**src/addr_decode_pkg.sv**
```systemverilog
package addr_decode_pkg;

  // data space map
  localparam logic [15:0] RAM_BASE       = 16'hfb00;
  localparam logic [15:0] RAM_TOP        = 16'hfeff;
  localparam logic [15:0] MAIN_RAM_BASE  = 16'hfe00;
  localparam logic [15:0] SPECIAL_BASE   = 16'hff00;
  localparam logic [15:0] SPECIAL_TOP    = 16'hffff;
  localparam logic [15:0] SHORT_LOW_PAGE = 16'hfe00;
  localparam logic [15:0] SHORT_HI_PAGE  = 16'hff00;
  localparam logic [7:0]  SHORT_SPLIT    = 8'h20;
  localparam logic [15:0] ROM_TOP        = 16'h7fff;

  // general register file shape
  localparam int BANK_COUNT    = 8;
  localparam int BYTE_REGS     = 16;
  localparam int GREG_IDX_W    = 8;

  // operand addressing modes
  typedef enum logic [1:0] {
    MODE_DIRECT,
    MODE_SHORT,
    MODE_SPECIAL,
    MODE_GREG
  } addr_mode_t;

  // request from the execution unit
  typedef struct packed {
    logic       valid;
    addr_mode_t mode;
    logic       word;
    logic [15:0] direct_addr;
    logic [7:0] operand;
    logic [3:0] reg_field;
    logic [2:0] bank_sel;
    logic       register_set_select_flag;
  } decode_req_t;

  // decoded access
  typedef struct packed {
    logic        valid;
    logic [15:0] addr;
    logic        word;
    logic        sel_ram;
    logic        sel_special;
    logic        sel_rom;
    logic        sel_external;
    logic        sel_greg;
    logic [7:0]  greg_index;
    logic        align_err;
  } decode_rsp_t;

endpackage : addr_decode_pkg

```
**src/data_memory_address_decoder.sv**
```systemverilog
`timescale 1ns/100ps
`default_nettype none

// Summary of operation
// - addresses FB00H through FEFFH select the internal RAM.
// - addresses FF00H through FFFFH select the special register area instead of RAM.
// - a one-byte short-direct operand picks a location in FE20H to FF1FH, byte or word wide.
// - a word short-direct access with an even operand moves the even byte then the odd one.
// - special-register addressing takes the operand byte as the low 8 bits within FF00H-FFFFH.
// - a word access to a word special register moves the even byte with the next odd byte.
// - the general registers are eight banks of sixteen bytes or eight words.
// - a general register is chosen by the register field and three bank flags, plus the set flag for word registers.
// - with external_rom_select_n low or on the ROM-less build, ROM space goes to external memory.
module data_memory_address_decoder
  import addr_decode_pkg::*;
#(
  parameter bit HAS_ROM = 1'b1
)
(
  // clock and reset
  input  wire logic        clk,
  input  wire logic        rst_n,
  // external rom select pin
  input  wire logic        external_rom_select_n,
  // request from the execution unit
  input  wire decode_req_t req,
  // decoded access, one cycle later
  output      decode_rsp_t rsp
);

  logic        rst_s1_q;
  logic        rst_s2_q;
  logic        ea_s1_q;
  logic        ea_s2_q;
  logic [15:0] addr;
  logic [7:0]  greg_index;
  decode_rsp_t rsp_d;
  decode_rsp_t rsp_q;

  // reset release synchroniser
  always_ff @(posedge clk or negedge rst_n) begin
    if (!rst_n) begin
      rst_s1_q <= 1'b0;
      rst_s2_q <= 1'b0;
    end else begin
      rst_s1_q <= 1'b1;
      rst_s2_q <= rst_s1_q;
    end
  end

  // pin synchroniser; the pin is a static strap but may move at power-up
  always_ff @(posedge clk or negedge rst_s2_q) begin
    if (!rst_s2_q) begin
      ea_s1_q <= 1'b0;
      ea_s2_q <= 1'b0;
    end else begin
      ea_s1_q <= external_rom_select_n;
      ea_s2_q <= ea_s1_q;
    end
  end

  // short-direct operand to full address
  function automatic logic [15:0] short_addr(input logic [7:0] op);
    if (op >= SHORT_SPLIT) begin
      short_addr = SHORT_LOW_PAGE | {8'h00, op};
    end else begin
      short_addr = SHORT_HI_PAGE | {8'h00, op};
    end
  endfunction : short_addr

  function automatic logic in_range(input logic [15:0] a, input logic [15:0] lo, input logic [15:0] hi);
    in_range = (a >= lo) && (a <= hi);
  endfunction : in_range

  greg_select u_greg_select (
    .reg_field                (req.reg_field),
    .word                     (req.word),
    .bank_sel                 (req.bank_sel),
    .register_set_select_flag (req.register_set_select_flag),
    .greg_index               (greg_index)
  );

  // effective address by mode
  always_comb begin
    unique case (req.mode)
      MODE_DIRECT:  addr = req.direct_addr;
      MODE_SHORT:   addr = short_addr(req.operand);
      MODE_SPECIAL: addr = SPECIAL_BASE | {8'h00, req.operand};
      MODE_GREG:    addr = 16'h0000;
    endcase
  end

  // region decode; word accesses keep the even base so the bus moves base then base+1
  always_comb begin
    rsp_d              = '0;
    rsp_d.valid        = req.valid;
    rsp_d.word         = req.word;
    rsp_d.addr         = req.word ? {addr[15:1], 1'b0} : addr;
    if (req.mode == MODE_GREG) begin
      rsp_d.sel_greg   = 1'b1;
      rsp_d.greg_index = greg_index;
    end else if (in_range(addr, SPECIAL_BASE, SPECIAL_TOP)) begin
      rsp_d.sel_special = 1'b1;
    end else if (in_range(addr, RAM_BASE, RAM_TOP)) begin
      rsp_d.sel_ram    = 1'b1;
    end else if (addr <= ROM_TOP && HAS_ROM && ea_s2_q) begin
      rsp_d.sel_rom    = 1'b1;
    end else begin
      rsp_d.sel_external = 1'b1;
    end
    // odd short-direct word operand, or odd direct word address in FE00H-FEFFH, is the execution unit's fault; flag it, never split it
    if (req.mode == MODE_SHORT && req.word && req.operand[0]) begin
      rsp_d.align_err  = 1'b1;
    end
    if (req.mode == MODE_DIRECT && req.word && addr[0] && in_range(addr, MAIN_RAM_BASE, RAM_TOP)) begin
      rsp_d.align_err  = 1'b1;
    end
    if (!req.valid) begin
      rsp_d = '0;
    end
  end

  // registered response
  always_ff @(posedge clk or negedge rst_s2_q) begin
    if (!rst_s2_q) begin
      rsp_q <= '0;
    end else begin
      rsp_q <= rsp_d;
    end
  end

  assign rsp = rsp_q;

endmodule : data_memory_address_decoder
`default_nettype wire

```
**src/greg_select.sv**
```systemverilog
`timescale 1ns/100ps
`default_nettype none

// general register index: bank in the top bits, then register within bank
module greg_select
  import addr_decode_pkg::*;
(
  // selection inputs
  input  wire logic [3:0]            reg_field,
  input  wire logic                  word,
  input  wire logic [2:0]            bank_sel,
  input  wire logic                  register_set_select_flag,
  // byte index into the register file
  output      logic [GREG_IDX_W-1:0] greg_index
);

  logic [3:0] byte_reg;

  // word registers use a 3-bit field and name the even byte of a pair;
  // the set flag swaps the upper and lower half of each bank for words,
  // so the index never leaves the sixteen bytes of the selected bank
  always_comb begin
    if (word) begin
      byte_reg = {reg_field[2:0], 1'b0} ^ {register_set_select_flag, 3'b000};
    end else begin
      byte_reg = reg_field;
    end
    greg_index = {1'b0, bank_sel, byte_reg};
  end

endmodule : greg_select
`default_nettype wire
```
**config.mk**
```make
export PLATFORM = sky130hd
export DESIGN_NAME = data_memory_address_decoder
export DESIGN_NICKNAME = d
export VERILOG_FILES = /design/src/addr_decode_pkg.sv /design/src/data_memory_address_decoder.sv /design/src/greg_select.sv
export SDC_FILE = /design/constraint.sdc
export NUM_CORES = 1
export LEC_CHECK = 0
export BUFFER_PORTS_ARGS = -buffer_cell sky130_fd_sc_hd__buf_2
export CAP_MARGIN = 0
export CORE_ASPECT_RATIO = 0.5
export CORE_MARGIN = 3
export CORE_UTILIZATION = 41
export DETAILED_ROUTE_END_ITERATION = 10
export PLACE_DENSITY_LB_ADDON = 0.12
export SLEW_MARGIN = 25
export SYNTH_ARGS = -nofsm -noshare
export SYNTH_HDL_FRONTEND = slang
export SYNTH_SLANG_ARGS = --single-unit
```
**constraint.sdc**
```tcl
create_clock -name clk -period 1.25 [get_ports clk]
set_clock_uncertainty 0.2 [all_clocks]
set_input_delay 0.125 -clock clk [delete_from_list [all_inputs] [get_ports clk]]
set_output_delay 0.125 -clock clk [all_outputs]
set_load 0.02 [all_outputs]
```
Word level (Yosys, flattened, before mapping)
Cells that the tools add are included.

storage, ports and cells
  word-level logic and storage cells = 51
  register bits after elaboration = 36
  output and inout port bits = 32

cells by class
  equality and inequality tests = 3
  reductions and logical operators = 10
  muxes and demuxes = 16
  bitwise gates (word level) = 1
  order comparisons = 7

operator list
  cell                                                                                  number
  16-bit one-hot mux with 4 select lines                                                1
  16-bit greater-or-equal comparator (second input constant)                            3
  16-bit less-or-equal comparator (second input constant)                               2
  32-bit 2-to-1 mux                                                                     1
  9-bit 2-to-1 mux                                                                      2
  16-bit by 15-bit less-or-equal comparator with 1-bit output (second input constant)   1
  1-bit logical AND                                                                     9
  8-bit by 6-bit greater-or-equal comparator with 1-bit output (second input constant)  1
  1-bit 2-to-1 mux                                                                      8
  4-bit 2-to-1 mux                                                                      2
  2-bit == test (second input constant)                                                 2
  2-bit 2-to-1 mux                                                                      2
  4-bit XOR                                                                             1
  2-bit by 1-bit == test with 1-bit output (second input constant)                      1
  2-bit logical NOT                                                                     1

Longest topological paths before layout
Gate-level depths: netlist of the first run.

  word-level depth = 10
  gate-level depth with buffers = 7

Cells and area by module
A second synthesis of the first run with hierarchy kept.

second synthesis, totals
  cells, all modules = 137
  area total of the unflattened synthesis = 1508.9 um^2

by module, submodules not included
  module                       seq. area each (um^2)  cells each  times used  area each (um^2)
  data_memory_address_decoder  900.9                  126         1           1426.4
  greg_select                  0.0                    11          1           82.6

Least setup slack after synthesis of the first run
Ideal clock, no wire load.

  path kind = input port to flip-flop
  start point = input req[33] (netlist name)
  end point = register rsp_q, in the netlist rsp[10]
  stages = 6
  arrival = 1268 ps
  buffers on the path = 1
  setup slack = -284 ps
  library setup time = 66 ps
  required time = 984 ps
  cell sequence = inv_1 > ha_1 > buf_6 > or3_1 > a31o_1 > and3b_1

RTL lines
  what                  RTL line                            RTL
  start, declared       data_memory_address_decoder.sv:26   input wire decode_req_t req,
  end signal, assigned  data_memory_address_decoder.sv:128  rsp_q <= rsp_d;
  end, declared         data_memory_address_decoder.sv:38   decode_rsp_t rsp_q;

==> impl_table.tex, run 1 <==
\begin{tabular}{lr}
\hline
Metric & Value \\
\hline
\multicolumn{2}{l}{\textbf{Status}} \\
\quad Status & finished, violations left \\
\quad Violated checks & hold timing, setup timing \\
\multicolumn{2}{l}{\textbf{STA}} \\
\quad Hold Slack & -0.0659 ns \\
\quad Setup slack after layout & -0.0532 ns \\
\quad Setup-violating endpoint count in the final report & 2 \\
\quad Max-slew violation total from the final report & 0 \\
\quad Clock period minus final worst setup slack & 1.30 ns \\
\quad Unrepaired setup endpoints after global routing & yes \\
\quad Final Hold Vio Count & 2 \\
\quad Highest Clock Rate & 767 MHz \\
\quad Period Utilization, post-route & 1.04 \\
\quad Sum of negative setup slack & -0.104 ns \\
\multicolumn{2}{l}{\textbf{Setup path}} \\
\quad Crit-path cells & buf\_12, buf\_6, ha\_4, or3\_4, a21boi\_2, o31ai\_1 \\
\quad Data arrival time of the critical path & 1.29 ns \\
\quad R2R setup slack & 0.33 ns \\
\quad Kind of critical path & in2reg \\
\quad Crit path required time & 1.24 ns \\
\quad Element type at the critical path end & register \\
\quad Largest incremental delay on the critical path & 0.38 ns \\
\quad Number of cells on the worst reg-to-reg path & 2 \\
\quad Reg2Reg Capture Point & rsp[10] \\
\quad Crit start category & primary input \\
\quad Worst r2r src & ea\_s2\_q \\
\quad Max stage delay cell, worst path & or3\_4 \\
\quad Maximum net fanout on the critical path & 3 \\
\multicolumn{2}{l}{\textbf{Drt}} \\
\quad Remaining number of nets flagged by the antenna check after routing & 0 \\
\quad DR pass1 iterations & 4 \\
\quad Detailed Route Iter0 Violations & 51 \\
\quad Total number of vias & 1349 \\
\quad Vias per std cell & 4.62 \\
\quad Number of remaining DRC errors & 0 \\
\quad Total Wirelength & 3970 µm \\
\quad Mean routed wirelength per cell & 13.6 µm \\
\multicolumn{2}{l}{\textbf{Final layout}} \\
\quad Fraction of final layout cells sized beyond drive strength 1 & 0.422 \\
\quad Number of nets in the final layout & 287 \\
\quad Number of cells in the finished layout apart from fillers & 292 \\
\quad Sequential cell area & 876 µm² \\
\quad Post-synthesis to final-layout area growth & 70.8\% \\
\quad Multi-input combinational cell area & 619 µm² \\
\quad Antenna diode count & 0 \\
\quad FILL cells & 210 \\
\multicolumn{2}{l}{\textbf{Synthesis}} \\
\quad Post-synthesis instance total & 132 \\
\quad Proportion of synthesized chip area in sequential cells & 0.596 \\
\quad Number of warning messages in the yosys log & 0 \\
\quad Post-Synthesis Net Count & 176 \\
\quad Largest area contributor in the synthesized netlist & dfrtp\_1 \\
\quad Number of distinct library cells after synthesis & 29 \\
\quad Most instantiated flip-flop cell in the synthesis netlist & dfrtp\_1 \\
\quad Library cell with the highest instance count after synthesis & dfrtp\_1 \\
\quad Cells taking the most area after synthesis & dfrtp\_1 60\%, nor3b\_1 5.6\%, ha\_1 4.3\%, a21boi\_0 4.1\%, nor2b\_1 3.0\% \\
\quad Area share of the leading cell type in the synthesized netlist & 0.596 \\
\quad Post-synth EDFFs & 0 \\
\quad Leading post-synthesis cells by instance count & 35 x dfrtp\_1, 11 x nand2\_1, 11 x nor3b\_1 \\
\quad Post-synthesis async set-or-reset flop share & 1.00 \\
\quad Register bit total from synthesis & 35 \\
\quad Area of the mapped netlist & 1470 µm² \\
\quad Mean instance size in the synthesized netlist & 11.1 µm² \\
\multicolumn{2}{l}{\textbf{Global routing}} \\
\quad GR Overflow Total & 0 \\
\quad Antenna violations before repair & 0 \\
\quad Wire length of the first global-routing pass & 6730 µm \\
\quad Maximum number of pins on one net before global-route repair & 34 \\
\quad Total routing resource utilization after global routing & 0.196 \\
\quad Via count of the first global-routing pass & 1409 \\
\multicolumn{2}{l}{\textbf{Power and ir drop}} \\
\quad IR Drop Worst-Case VDD & 0.794 mV \\
\quad Total design power & 2.95 mW \\
\quad Power per cell area & 1180 nW/µm² \\
\quad Leak Pwr & 1.29 nW \\
\multicolumn{2}{l}{\textbf{Floorplan}} \\
\quad Area of the core region & 3210 µm² \\
\quad Site row count & 14 \\
\quad Height of the die & 48.3 µm \\
\quad Initial standard-cell utilization of the core & 0.459 \\
\quad Die X & 90.7 µm \\
\quad Boundary Pins & 71 \\
\quad Floorplan die area & 4380 µm² \\
\multicolumn{2}{l}{\textbf{Clock tree}} \\
\quad Setup repair bufs after CTS & 0 \\
\quad CTS max path bufs & 2 \\
\quad TritonCTS clock tree & yes \\
\quad Cts bufs inserted & 5 \\
\quad \# clock sinks & 35 \\
\quad H-tree level count & 2 \\
\quad CTS root buf & clkbuf\_8 \\
\quad Clock transition at the register clock pins on the worst setup and hold paths after CTS & 0.07 ns \\
\quad Clk\_lat worst skew & 0.28 ns \\
\multicolumn{2}{l}{\textbf{Placement}} \\
\quad Detail Placement HPWL & 2630 µm \\
\quad PortBufs & 69 \\
\quad Count of placed standard cells including taps & 255 \\
\quad Placer's final routability congestion estimate & 0.738 \\
\quad Post-Place Worst Slack & -0.502 ns \\
\multicolumn{2}{l}{\textbf{Min path}} \\
\quad Hold Path Stages & 2 \\
\quad Hold Startpoint & req[32] \\
\quad Hold path endpoint & rsp[14] \\
\quad Worst min path class & in2reg \\
\multicolumn{2}{l}{\textbf{Run}} \\
\quad Count of max-cap constraint violations & 0 \\
\hline
\end{tabular}
[area by class of cell]
| class | count | share of cell area |
|---|---|---|
| sequential | 35 | 0.349 |
| timing repair buffer | 112 | 0.312 |
| multi-input combinational | 84 | 0.247 |
| clock buffer | 6 | 0.0289 |
| clock inverter | 2 | 0.0239 |
| tap | 48 | 0.0239 |
| inverter | 5 | 0.0154 |
[power by group]
group | internal [mW] | switching, mW | leakage [nW]
combinational | 0.265 | 0.277 | 0.769
clock | 0.798 | 0.409 | 0.0654
sequential | 1.19 | 0.0157 | 0.460
[flip-flops by register name (all words and copies together), names as in the netlist]
signal and cells:
rst_s1_q 1, rsp 31, ea_s2_q 1, ea_s1_q 1, rst_s2_q 1
[cells by family after synthesis]
kind of cell | after synthesis | share of synthesized area
simple gates | 51 | 0.196
flops | 35 | 0.596
compound gates | 23 | 0.0996
buf+inv | 13 | 0.0417
fa+ha+maj | 5 | 0.0426
other cells | 2 | 0.00511
mux | 2 | 0.0136
xor+xnor | 1 | 0.00596
[timing repair]
action,4_1_cts,5_1_grt
hold endpoints to repair,28,5
hold buffers,29,1
pin swaps,3,1
resized for setup,12,9
setup endpoints to repair,13,6
[cell usage in the layout (no fill, tap or decap), types with 4 or more instances in the layout]
master / count
nand3_1: 4
a21boi_0: 7
dfrtp_1: 35
nor2_1: 7
buf_4: 11
nand2_1: 11
dlygate4sd3_1: 28
nor2b_1: 7
clkbuf_8: 5
nor3b_1: 10
a21oi_1: 8
buf_2: 67
[metrics by stage]
| step | cell area (µm²) | utilization |
|---|---|---|
| after floorplan | 1510 | - |
| final | 2510 | 0.783 |
| after detailed placement | 1990 | 0.620 |
| after CTS | 2460 | 0.769 |
| after global routing | 2510 | 0.783 |
| after global placement | 1990 | 0.620 |
[worst max-delay path by stage]
stage | depth (start not counted) | startpoint | slack [ns] | to
6_report | 6 | req[34] | -0.05 | rsp[0]
5_1_grt | 6 | req[34] | -0.05 | rsp[10]
4_1_cts | 6 | req[34] | -0.06 | rsp[10]
3_5_place_dp | 7 | req[34] | -0.50 | rsp[10]
3_3_place_gp | 7 | req[34] | -0.44 | rsp[10]
2_1_floorplan | 6 | req[34] | -0.22 | rsp[10]
[per-layer routing]
metal | wire, µm | GRT usage
met4 | 21 | 0.0457
met5 | 0 | 0
met3 | 277 | 0.0759
met1 | 1710 | 0.239
met2 | 1970 | 0.330
[critical path, delay by kind of cell]
family          cells  cell delay (ns)
compound gates      2             0.40
simple gates        1             0.38
buf+inv             2             0.22
fa+ha+maj           1             0.15
(Power assumes the default switching activity.)
==> inputs of run 2 (changes only) <==
--- a/config.mk
+++ b/config.mk
@@ -12,5 +12,5 @@
 export CORE_UTILIZATION = 41
 export DETAILED_ROUTE_END_ITERATION = 10
-export PLACE_DENSITY_LB_ADDON = 0.12
+export PLACE_DENSITY = 0.75
 export SLEW_MARGIN = 25
 export SYNTH_ARGS = -nofsm -noshare
==> constraint.sdc (replaced) <==
create_clock -name clk -period 1.25 [get_ports clk]
set_clock_uncertainty 0.2 [all_clocks]
set_input_delay 0 -clock clk [delete_from_list [all_inputs] [get_ports clk]]
set_output_delay 0 -clock clk [all_outputs]
set_load 0.02 [all_outputs]
==> impl_table.tex, run 2 (synthesis results as in run 1) <==
\begin{tabular}{lr}
\hline
Metric & Value \\
\hline
\multicolumn{2}{l}{\textbf{Min path}} \\
\quad Hold Startpoint & req[35] \\
\quad Hold Path Stages & 1 (-1) \\
\quad Worst min path class & in2reg \\
\multicolumn{2}{l}{\textbf{Setup path}} \\
\quad Maximum net fanout on the critical path & 7 (+4) \\
\quad Crit-path cells & dlygate4sd3\_1, buf\_2, and2\_4, o211ai\_1, o31ai\_1 \\
\quad Family with the most delay on the worst path & buffers and inverters \\
\quad Element type at the critical path end & register \\
\quad Crit path depth & 5 (-1) \\
\quad Largest incremental delay on the critical path & 0.51 ns (+0.13 ns) \\
\quad Number of buffer and inverter instances along the worst setup path & 2 (unchanged) \\
\quad Crit start category & primary input \\
\quad Kind of critical path & in2reg \\
\quad Worst r2r src & ea\_s2\_q \\
\quad Max stage delay cell, worst path & dlygate4sd3\_1 \\
\quad Data arrival time of the critical path & 1.19 ns (-0.10 ns) \\
\quad Crit path required time & 1.24 ns (about the same) \\
\quad Number of cells on the worst reg-to-reg path & 2 (unchanged) \\
\quad Beginning of the critical path & req[32] \\
\multicolumn{2}{l}{\textbf{Clock tree}} \\
\quad CTS root buf & clkbuf\_8 \\
\quad \# clock sinks & 35 (unchanged) \\
\quad Clock transition at the register clock pins on the worst setup and hold paths after CTS & 0.07 ns (about the same) \\
\quad Setup repair bufs after CTS & 0 (unchanged) \\
\quad CTS max path bufs & 2 (unchanged) \\
\quad Clk\_lat worst skew & 0.28 ns (about the same) \\
\quad H-tree level count & 2 (unchanged) \\
\quad TritonCTS clock tree & yes \\
\quad Cts bufs inserted & 5 (unchanged) \\
\multicolumn{2}{l}{\textbf{Floorplan}} \\
\quad Boundary Pins & 71 (unchanged) \\
\quad Die X & 90.7 µm (unchanged) \\
\quad Initial standard-cell utilization of the core & 0.459 (unchanged) \\
\quad Area of the core region & 3210 µm² (unchanged) \\
\quad Floorplan die area & 4380 µm² (unchanged) \\
\quad Site row count & 14 (unchanged) \\
\quad Height of the die & 48.3 µm (unchanged) \\
\multicolumn{2}{l}{\textbf{STA}} \\
\quad Sum of negative setup slack & 0 ns (+0.104 ns) \\
\quad Max-slew violation total from the final report & 0 (unchanged) \\
\quad Final Hold Vio Count & 22 (+20) \\
\quad Period Utilization, post-route & 0.965 (-0.0771) \\
\quad Highest Clock Rate & 829 MHz (+8.0\%) \\
\quad Unrepaired setup endpoints after global routing & no \\
\quad Hold Slack & -0.221 ns (-0.155 ns) \\
\quad Setup-violating endpoint count in the final report & 0 (-2) \\
\quad Clock period minus final worst setup slack & 1.21 ns (-0.0964 ns) \\
\multicolumn{2}{l}{\textbf{Power and ir drop}} \\
\quad Leak Pwr & 1.26 nW (-2.9\%) \\
\quad Total design power & 2.77 mW (-6.3\%) \\
\quad Power per cell area & 1140 nW/µm² (-3.2\%) \\
\quad IR Drop Worst-Case VDD & 0.656 mV (-17\%) \\
\multicolumn{2}{l}{\textbf{Drt}} \\
\quad Vias per std cell & 4.70 (+1.8\%) \\
\quad Total number of vias & 1364 (+1.1\%) \\
\quad Remaining number of nets flagged by the antenna check after routing & 0 (unchanged) \\
\quad DR pass1 iterations & 4 (unchanged) \\
\quad Number of remaining DRC errors & 0 (unchanged) \\
\quad Mean routed wirelength per cell & 13.7 µm (+0.46\%) \\
\quad Total Wirelength & 3960 µm (-0.23\%) \\
\quad Detailed Route Iter0 Violations & 28 (-45\%) \\
\multicolumn{2}{l}{\textbf{Final layout}} \\
\quad Antenna diode count & 0 (unchanged) \\
\quad Most common cell after layout, fill and taps aside & buf\_2 \\
\quad Commonest non-fill, non-tap cells in the layout & 67 x buf\_2, 35 x dfrtp\_1, 28 x dlygate4sd3\_1 \\
\quad Cell area after layout & 2430 µm² (-3.2\%) \\
\quad Post-synthesis to final-layout area growth & 65.4\% \\
\quad Number of nets in the final layout & 285 (-0.70\%) \\
\quad Final cell utilization of the core & 0.758 (-0.0250) \\
\quad Max FFs per register & 31 (unchanged) \\
\quad Fraction of final layout cells sized beyond drive strength 1 & 0.413 (-0.00891) \\
\multicolumn{2}{l}{\textbf{Global routing}} \\
\quad Maximum number of pins on one net before global-route repair & 34 (unchanged) \\
\quad Via count of the first global-routing pass & 1299 (-7.8\%) \\
\quad Total routing resource utilization after global routing & 0.174 (-0.0214) \\
\quad Met3 demand-to-capacity share in global routing & 0.0588 (-0.0170) \\
\quad Top Usage Layer GRT & met2 \\
\quad Antenna violations before repair & 0 (unchanged) \\
\quad Met2 Track Usage GR & 0.296 (-0.0344) \\
\quad Global routing met1 resource utilization & 0.209 (-0.0302) \\
\quad Wire length of the first global-routing pass & 6060 µm (-10\%) \\
\quad GR Overflow Total & 0 (unchanged) \\
\multicolumn{2}{l}{\textbf{Run}} \\
\quad Count of max-cap constraint violations & 0 (unchanged) \\
\multicolumn{2}{l}{\textbf{Placement}} \\
\quad Placer's final routability congestion estimate & 0.817 (+11\%) \\
\quad Dpl cell area & 1980 µm² (-0.38\%) \\
\quad PortBufs & 69 (unchanged) \\
\quad Detail Placement HPWL & 2440 µm (-7.1\%) \\
\multicolumn{2}{l}{\textbf{Status}} \\
\quad Status & finished, violations left \\
\quad Violated checks & hold timing \\
\hline
\end{tabular}
run 2: power breakdown:
part	switching, mW	total, mW	internal [mW]
Combinational	0.274	0.521	0.247
Clock	0.396	1.04	0.645
Sequential	0.0148	1.20	1.19
Total	0.685	2.77	2.08
run 2: area by class of cell:
cell class / instances / area [µm²]
sequential: 35 / 876
fill: 205 / 774
timing repair buffer: 110 / 748
multi-input combinational: 84 / 591
clock buffer: 6 / 82.6
tap: 48 / 60.1
inverter: 5 / 38.8
clock inverter: 2 / 35.0
run 2: final timing paths:
path	end	slack [ns]
max	rsp[0]	0.04
min	rsp[31]	-0.22
max reg2reg	rsp[10]	0.31
min reg2reg	rsp[15]	0.03
max in group asynchronous	rst_s2_q	0.37
min in group asynchronous	rsp[15]	0.03
run 2: through the flow:
| stage | hold slack, ns | setup WS [ns] | cells |
|---|---|---|---|
| floorplan | -0.496 | -0.0906 | 132 |
| global placement | -0.415 | -0.304 | 254 |
| detailed placement | -0.412 | -0.337 | 254 |
| CTS | -0.239 | 0.000622 | 289 |
| global route | -0.210 | 0.0233 | 290 |
| finish | -0.221 | 0.0431 | 290 |
run 2: layer usage:
metal / vias to the layer above / part of all wire
li1: 656 / -
met1: 655 / 0.43
met2: 47 / 0.50
met3: 6 / 0.059
met4: 0 / 0.0096
met5: - / 0
run 2: worst reg2reg max path, stage by stage, from the launching register on:
cell and delay (ns):
dfrtp_1 0.34, nand3_1 0.11, and3b_1 0.18
run 2: repair_timing:
item	CTS	global route
endpoints found under the setup margin	2	4
resized for setup	2	12
hold buffers	27	1
pin swaps	2	1
hold endpoints to repair	34	19
==> inputs of run 3 (changes only) <==
- SYNTH_HIERARCHICAL: not set -> 1
==> impl_table.tex, run 3 <==
\begin{tabular}{lr}
\hline
Metric & Value \\
\hline
\multicolumn{2}{l}{\textbf{STA}} \\
\quad Highest Clock Rate & 818 MHz (-1.3\%) \\
\quad Setup slack after layout & 0.0268 ns (-0.0164 ns) \\
\quad Clock period minus final worst setup slack & 1.22 ns (+0.0164 ns) \\
\quad Period Utilization, post-route & 0.979 (+0.0131) \\
\quad Final Hold Vio Count & 2 (-91\%) \\
\quad Setup-violating endpoint count in the final report & 0 (unchanged) \\
\quad Hold Slack & -0.0567 ns (+0.165 ns) \\
\quad Max-slew violation total from the final report & 0 (unchanged) \\
\multicolumn{2}{l}{\textbf{Floorplan}} \\
\quad Die X & 91.8 µm (+1.2\%) \\
\quad Initial standard-cell utilization of the core & 0.463 (+0.00451) \\
\quad Site row count & 14 (unchanged) \\
\quad Area of the core region & 3260 µm² (+1.6\%) \\
\quad Boundary Pins & 71 (unchanged) \\
\quad Floorplan die area & 4490 µm² (+2.4\%) \\
\quad Height of the die & 48.9 µm (+1.1\%) \\
\multicolumn{2}{l}{\textbf{Synthesis}} \\
\quad Post-synth EDFFs & 0 (unchanged) \\
\quad Compound-cell area share of the yosys netlist & 0.0945 (-0.00505) \\
\quad Number of distinct library cells after synthesis & 30 (+3.4\%) \\
\quad Proportion of synthesized chip area in sequential cells & 0.597 (+0.00127) \\
\quad Library cell with the highest instance count after synthesis & dfrtp\_1 \\
\quad Post-synthesis instance total & 137 (+3.8\%) \\
\quad Number of warning messages in the yosys log & 6 (+6) \\
\quad Register bit total from synthesis & 36 (+2.9\%) \\
\quad Mean instance size in the synthesized netlist & 11.0 µm² (-1.1\%) \\
\quad Multiplexer fraction of the synthesized cell area & 0.0149 (+0.00131) \\
\quad Most instantiated flip-flop cell in the synthesis netlist & dfrtp\_1 \\
\quad Post-synthesis async set-or-reset flop share & 1.00 (unchanged) \\
\quad Simple-Gate Fraction of Synth Area & 0.187 (-0.00918) \\
\quad Leading post-synthesis cells by instance count & 36 x dfrtp\_1, 17 x a21oi\_1, 11 x nor2\_1 \\
\quad Area of the mapped netlist & 1510 µm² (+2.6\%) \\
\quad Post-Synthesis Net Count & 181 (+2.8\%) \\
\quad Dominant combinational cell family by area after synthesis & simple AND/OR/NAND/NOR gates \\
\quad Cells taking the most area after synthesis & dfrtp\_1 60\%, a21oi\_1 5.6\%, ha\_1 4.1\%, nor3b\_1 4.0\%, and3\_1 3.3\% \\
\quad Area share of the leading cell type in the synthesized netlist & 0.597 (+0.00127) \\
\quad XOR/XNOR Fraction of Synth Area & 0.00580 (-0.000153) \\
\quad Largest area contributor in the synthesized netlist & dfrtp\_1 \\
\quad Adder-cell share of the synthesized area & 0.0415 (-0.00109) \\
\multicolumn{2}{l}{\textbf{Setup path}} \\
\quad Reg2Reg Capture Point & rsp[10] \\
\quad Number of cells on the worst reg-to-reg path & 4 (+2) \\
\quad Worst r2r src & ea\_s2\_q \\
\quad Crit start category & primary input \\
\quad Data arrival time of the critical path & 1.20 ns (about the same) \\
\quad Element type at the critical path end & register \\
\quad Kind of critical path & in2reg \\
\quad R2R setup slack & 0.09 ns (-0.22 ns) \\
\quad Crit path required time & 1.22 ns (-0.02 ns) \\
\quad Maximum net fanout on the critical path & 7 (unchanged) \\
\multicolumn{2}{l}{\textbf{Status}} \\
\quad Status & finished, violations left \\
\quad Violated checks & hold timing \\
\multicolumn{2}{l}{\textbf{Global routing}} \\
\quad GR Overflow Total & 0 (unchanged) \\
\quad Antenna violations before repair & 0 (unchanged) \\
\quad Total routing resource utilization after global routing & 0.186 (+0.0119) \\
\quad Via count of the first global-routing pass & 1392 (+7.2\%) \\
\quad Wire length of the first global-routing pass & 6620 µm (+9.2\%) \\
\quad Maximum number of pins on one net before global-route repair & 35 (+2.9\%) \\
\multicolumn{2}{l}{\textbf{Power and ir drop}} \\
\quad Int Pwr & 1.88 mW (-9.8\%) \\
\quad Leak Pwr & 1.32 nW (+5.0\%) \\
\quad Total design power & 2.58 mW (-6.8\%) \\
\quad Power share of the sequential group & 0.480 (+0.045) \\
\quad Power per cell area & 1030 nW/µm² (-9.6\%) \\
\quad Psw & 0.701 mW (+2.4\%) \\
\quad Sw Share & 0.272 (+0.0244) \\
\quad Portion of total power attributed to combinational logic & 0.211 (+0.023) \\
\quad Share of power burned in the clock network & 0.310 (-0.066) \\
\quad IR Drop Worst-Case VDD & 0.527 mV (-20\%) \\
\multicolumn{2}{l}{\textbf{Min path}} \\
\quad Hold Path Stages & 4 (+3) \\
\quad Worst min path class & in2reg \\
\quad Hold Startpoint & req[31] \\
\quad Hold path endpoint & rsp[30] \\
\multicolumn{2}{l}{\textbf{Final layout}} \\
\quad FILL cells & 209 (+2.0\%) \\
\quad Antenna diode count & 0 (unchanged) \\
\quad Sequential cell area & 902 µm² (+3.0\%) \\
\quad Post-synthesis to final-layout area growth & 66.2\% \\
\quad Max FFs per register & 32 (+3.2\%) \\
\quad Final cell utilization of the core & 0.770 (+0.0112) \\
\quad Number of nets in the final layout & 298 (+4.6\%) \\
\quad Multi-input combinational cell area & 563 µm² (-4.7\%) \\
\quad Commonest non-fill, non-tap cells in the layout & 67 x buf\_2, 35 x dfrtp\_1, 35 x dlygate4sd3\_1 \\
\quad Most common cell after layout, fill and taps aside & buf\_2 \\
\quad Fraction of final layout cells sized beyond drive strength 1 & 0.404 (-0.00930) \\
\multicolumn{2}{l}{\textbf{Placement}} \\
\quad Post-Place Worst Slack & -0.365 ns (-0.0282 ns) \\
\quad Placer's final routability congestion estimate & 0.859 (+5.2\%) \\
\quad PortBufs & 70 (+1.4\%) \\
\quad Detail Placement HPWL & 2610 µm (+6.6\%) \\
\multicolumn{2}{l}{\textbf{Drt}} \\
\quad Vias per std cell & 4.73 (+0.55\%) \\
\quad Total Wirelength & 4050 µm (+2.1\%) \\
\quad DR pass1 iterations & 4 (unchanged) \\
\quad Total number of vias & 1433 (+5.1\%) \\
\quad Detailed Route Iter0 Violations & 69 (+150\%) \\
\quad Number of remaining DRC errors & 0 (unchanged) \\
\quad Mean routed wirelength per cell & 13.4 µm (-2.2\%) \\
\quad Remaining number of nets flagged by the antenna check after routing & 0 (unchanged) \\
\multicolumn{2}{l}{\textbf{Clock tree}} \\
\quad TritonCTS clock tree & yes \\
\quad Cts bufs inserted & 5 (unchanged) \\
\quad CTS root buf & clkbuf\_8 \\
\quad Clock transition at the register clock pins on the worst setup and hold paths after CTS & 0.07 ns (about the same) \\
\quad H-tree level count & 2 (unchanged) \\
\quad CTS max path bufs & 2 (unchanged) \\
\quad Clk\_lat worst skew & 0.27 ns (about the same) \\
\quad \# clock sinks & 36 (+2.9\%) \\
\multicolumn{2}{l}{\textbf{Run}} \\
\quad Count of max-cap constraint violations & 0 (unchanged) \\
\hline
\end{tabular}
## run 3: cell types whose count changed after synthesis, sizes merged, moves of 4 or more
cell    delta
a21boi     -7
nor2       +4
nor2b      -7
a21oi      +9
and3       +5
## run 3: worst max path at each step
stage | from | to | slack, ns | cells past startpoint
2_1_floorplan | req[34] | rsp[10] | -0.08 | 6
3_3_place_gp | req[34] | rsp[10] | -0.32 | 7
3_5_place_dp | req[34] | rsp[10] | -0.36 | 7
4_1_cts | req[26] | rsp[10] | 0.008 | 5
5_1_grt | req[8] | rsp[0] | -0.03 | 6
6_report | req[32] | rsp[2] | 0.03 | 4
## run 3: through the flow
stage               cell area, µm²  cells  TNS [ns]
global route                  2510    303   -0.0265
global placement              2020    259     -2.02
CTS                           2410    297         0
detailed placement            2020    259     -2.21
finish                        2510    303         0
floorplan                     1560    137   -0.0786
## run 3: cell type report
| class | count | area share |
|---|---|---|
| clock buffer | 5 | 0.0274 |
| inverter | 4 | 0.0130 |
| clock inverter | 3 | 0.00749 |
| multi-input combinational | 86 | 0.225 |
| timing repair buffer | 121 | 0.344 |
| tap | 48 | 0.0240 |
| sequential | 36 | 0.360 |
## run 3: power groups by stage
stage | Sequential, mW | Combinational (mW) | Clock (mW)
final | 1.24 | 0.543 | 0.798
after CTS | 1.24 | 0.511 | 0.830
after detailed placement | 1.26 | 0.437 | 0
after global routing | 1.24 | 0.591 | 0.877
after global placement | 1.26 | 0.431 | 0
after floorplan | 1.35 | 0.159 | 0
## run 3: cell families after synthesis
logic type,after synthesis
fa+ha+maj,5
buf+inv,15
flops,36
simple gates,50
mux,2
xor+xnor,1
other cells,2
compound gates,26
## run 3: repair_timing
item,in CTS,in global routing
hold buffers,30,6
gates resized for setup,1,10
cloned,0,0
setup buffers,0,0
endpoints found under the setup margin,1,3
hold endpoints to repair,31,8
pin swaps,1,2
## run 3: worst max-delay path, stage by stage
cell and delay (ns):
dlygate4sd3_1 0.54, buf_4 0.15, mux2_2 0.33, and3_1 0.18
## run 3: metal layers
layer  global-route usage  wire [µm]  up-vias
li1                     -          -      689
met5                    0          0        -
met2                0.319       2010       58
met3               0.0570        235        8
met1                0.223       1710      678
met4               0.0690         85        0
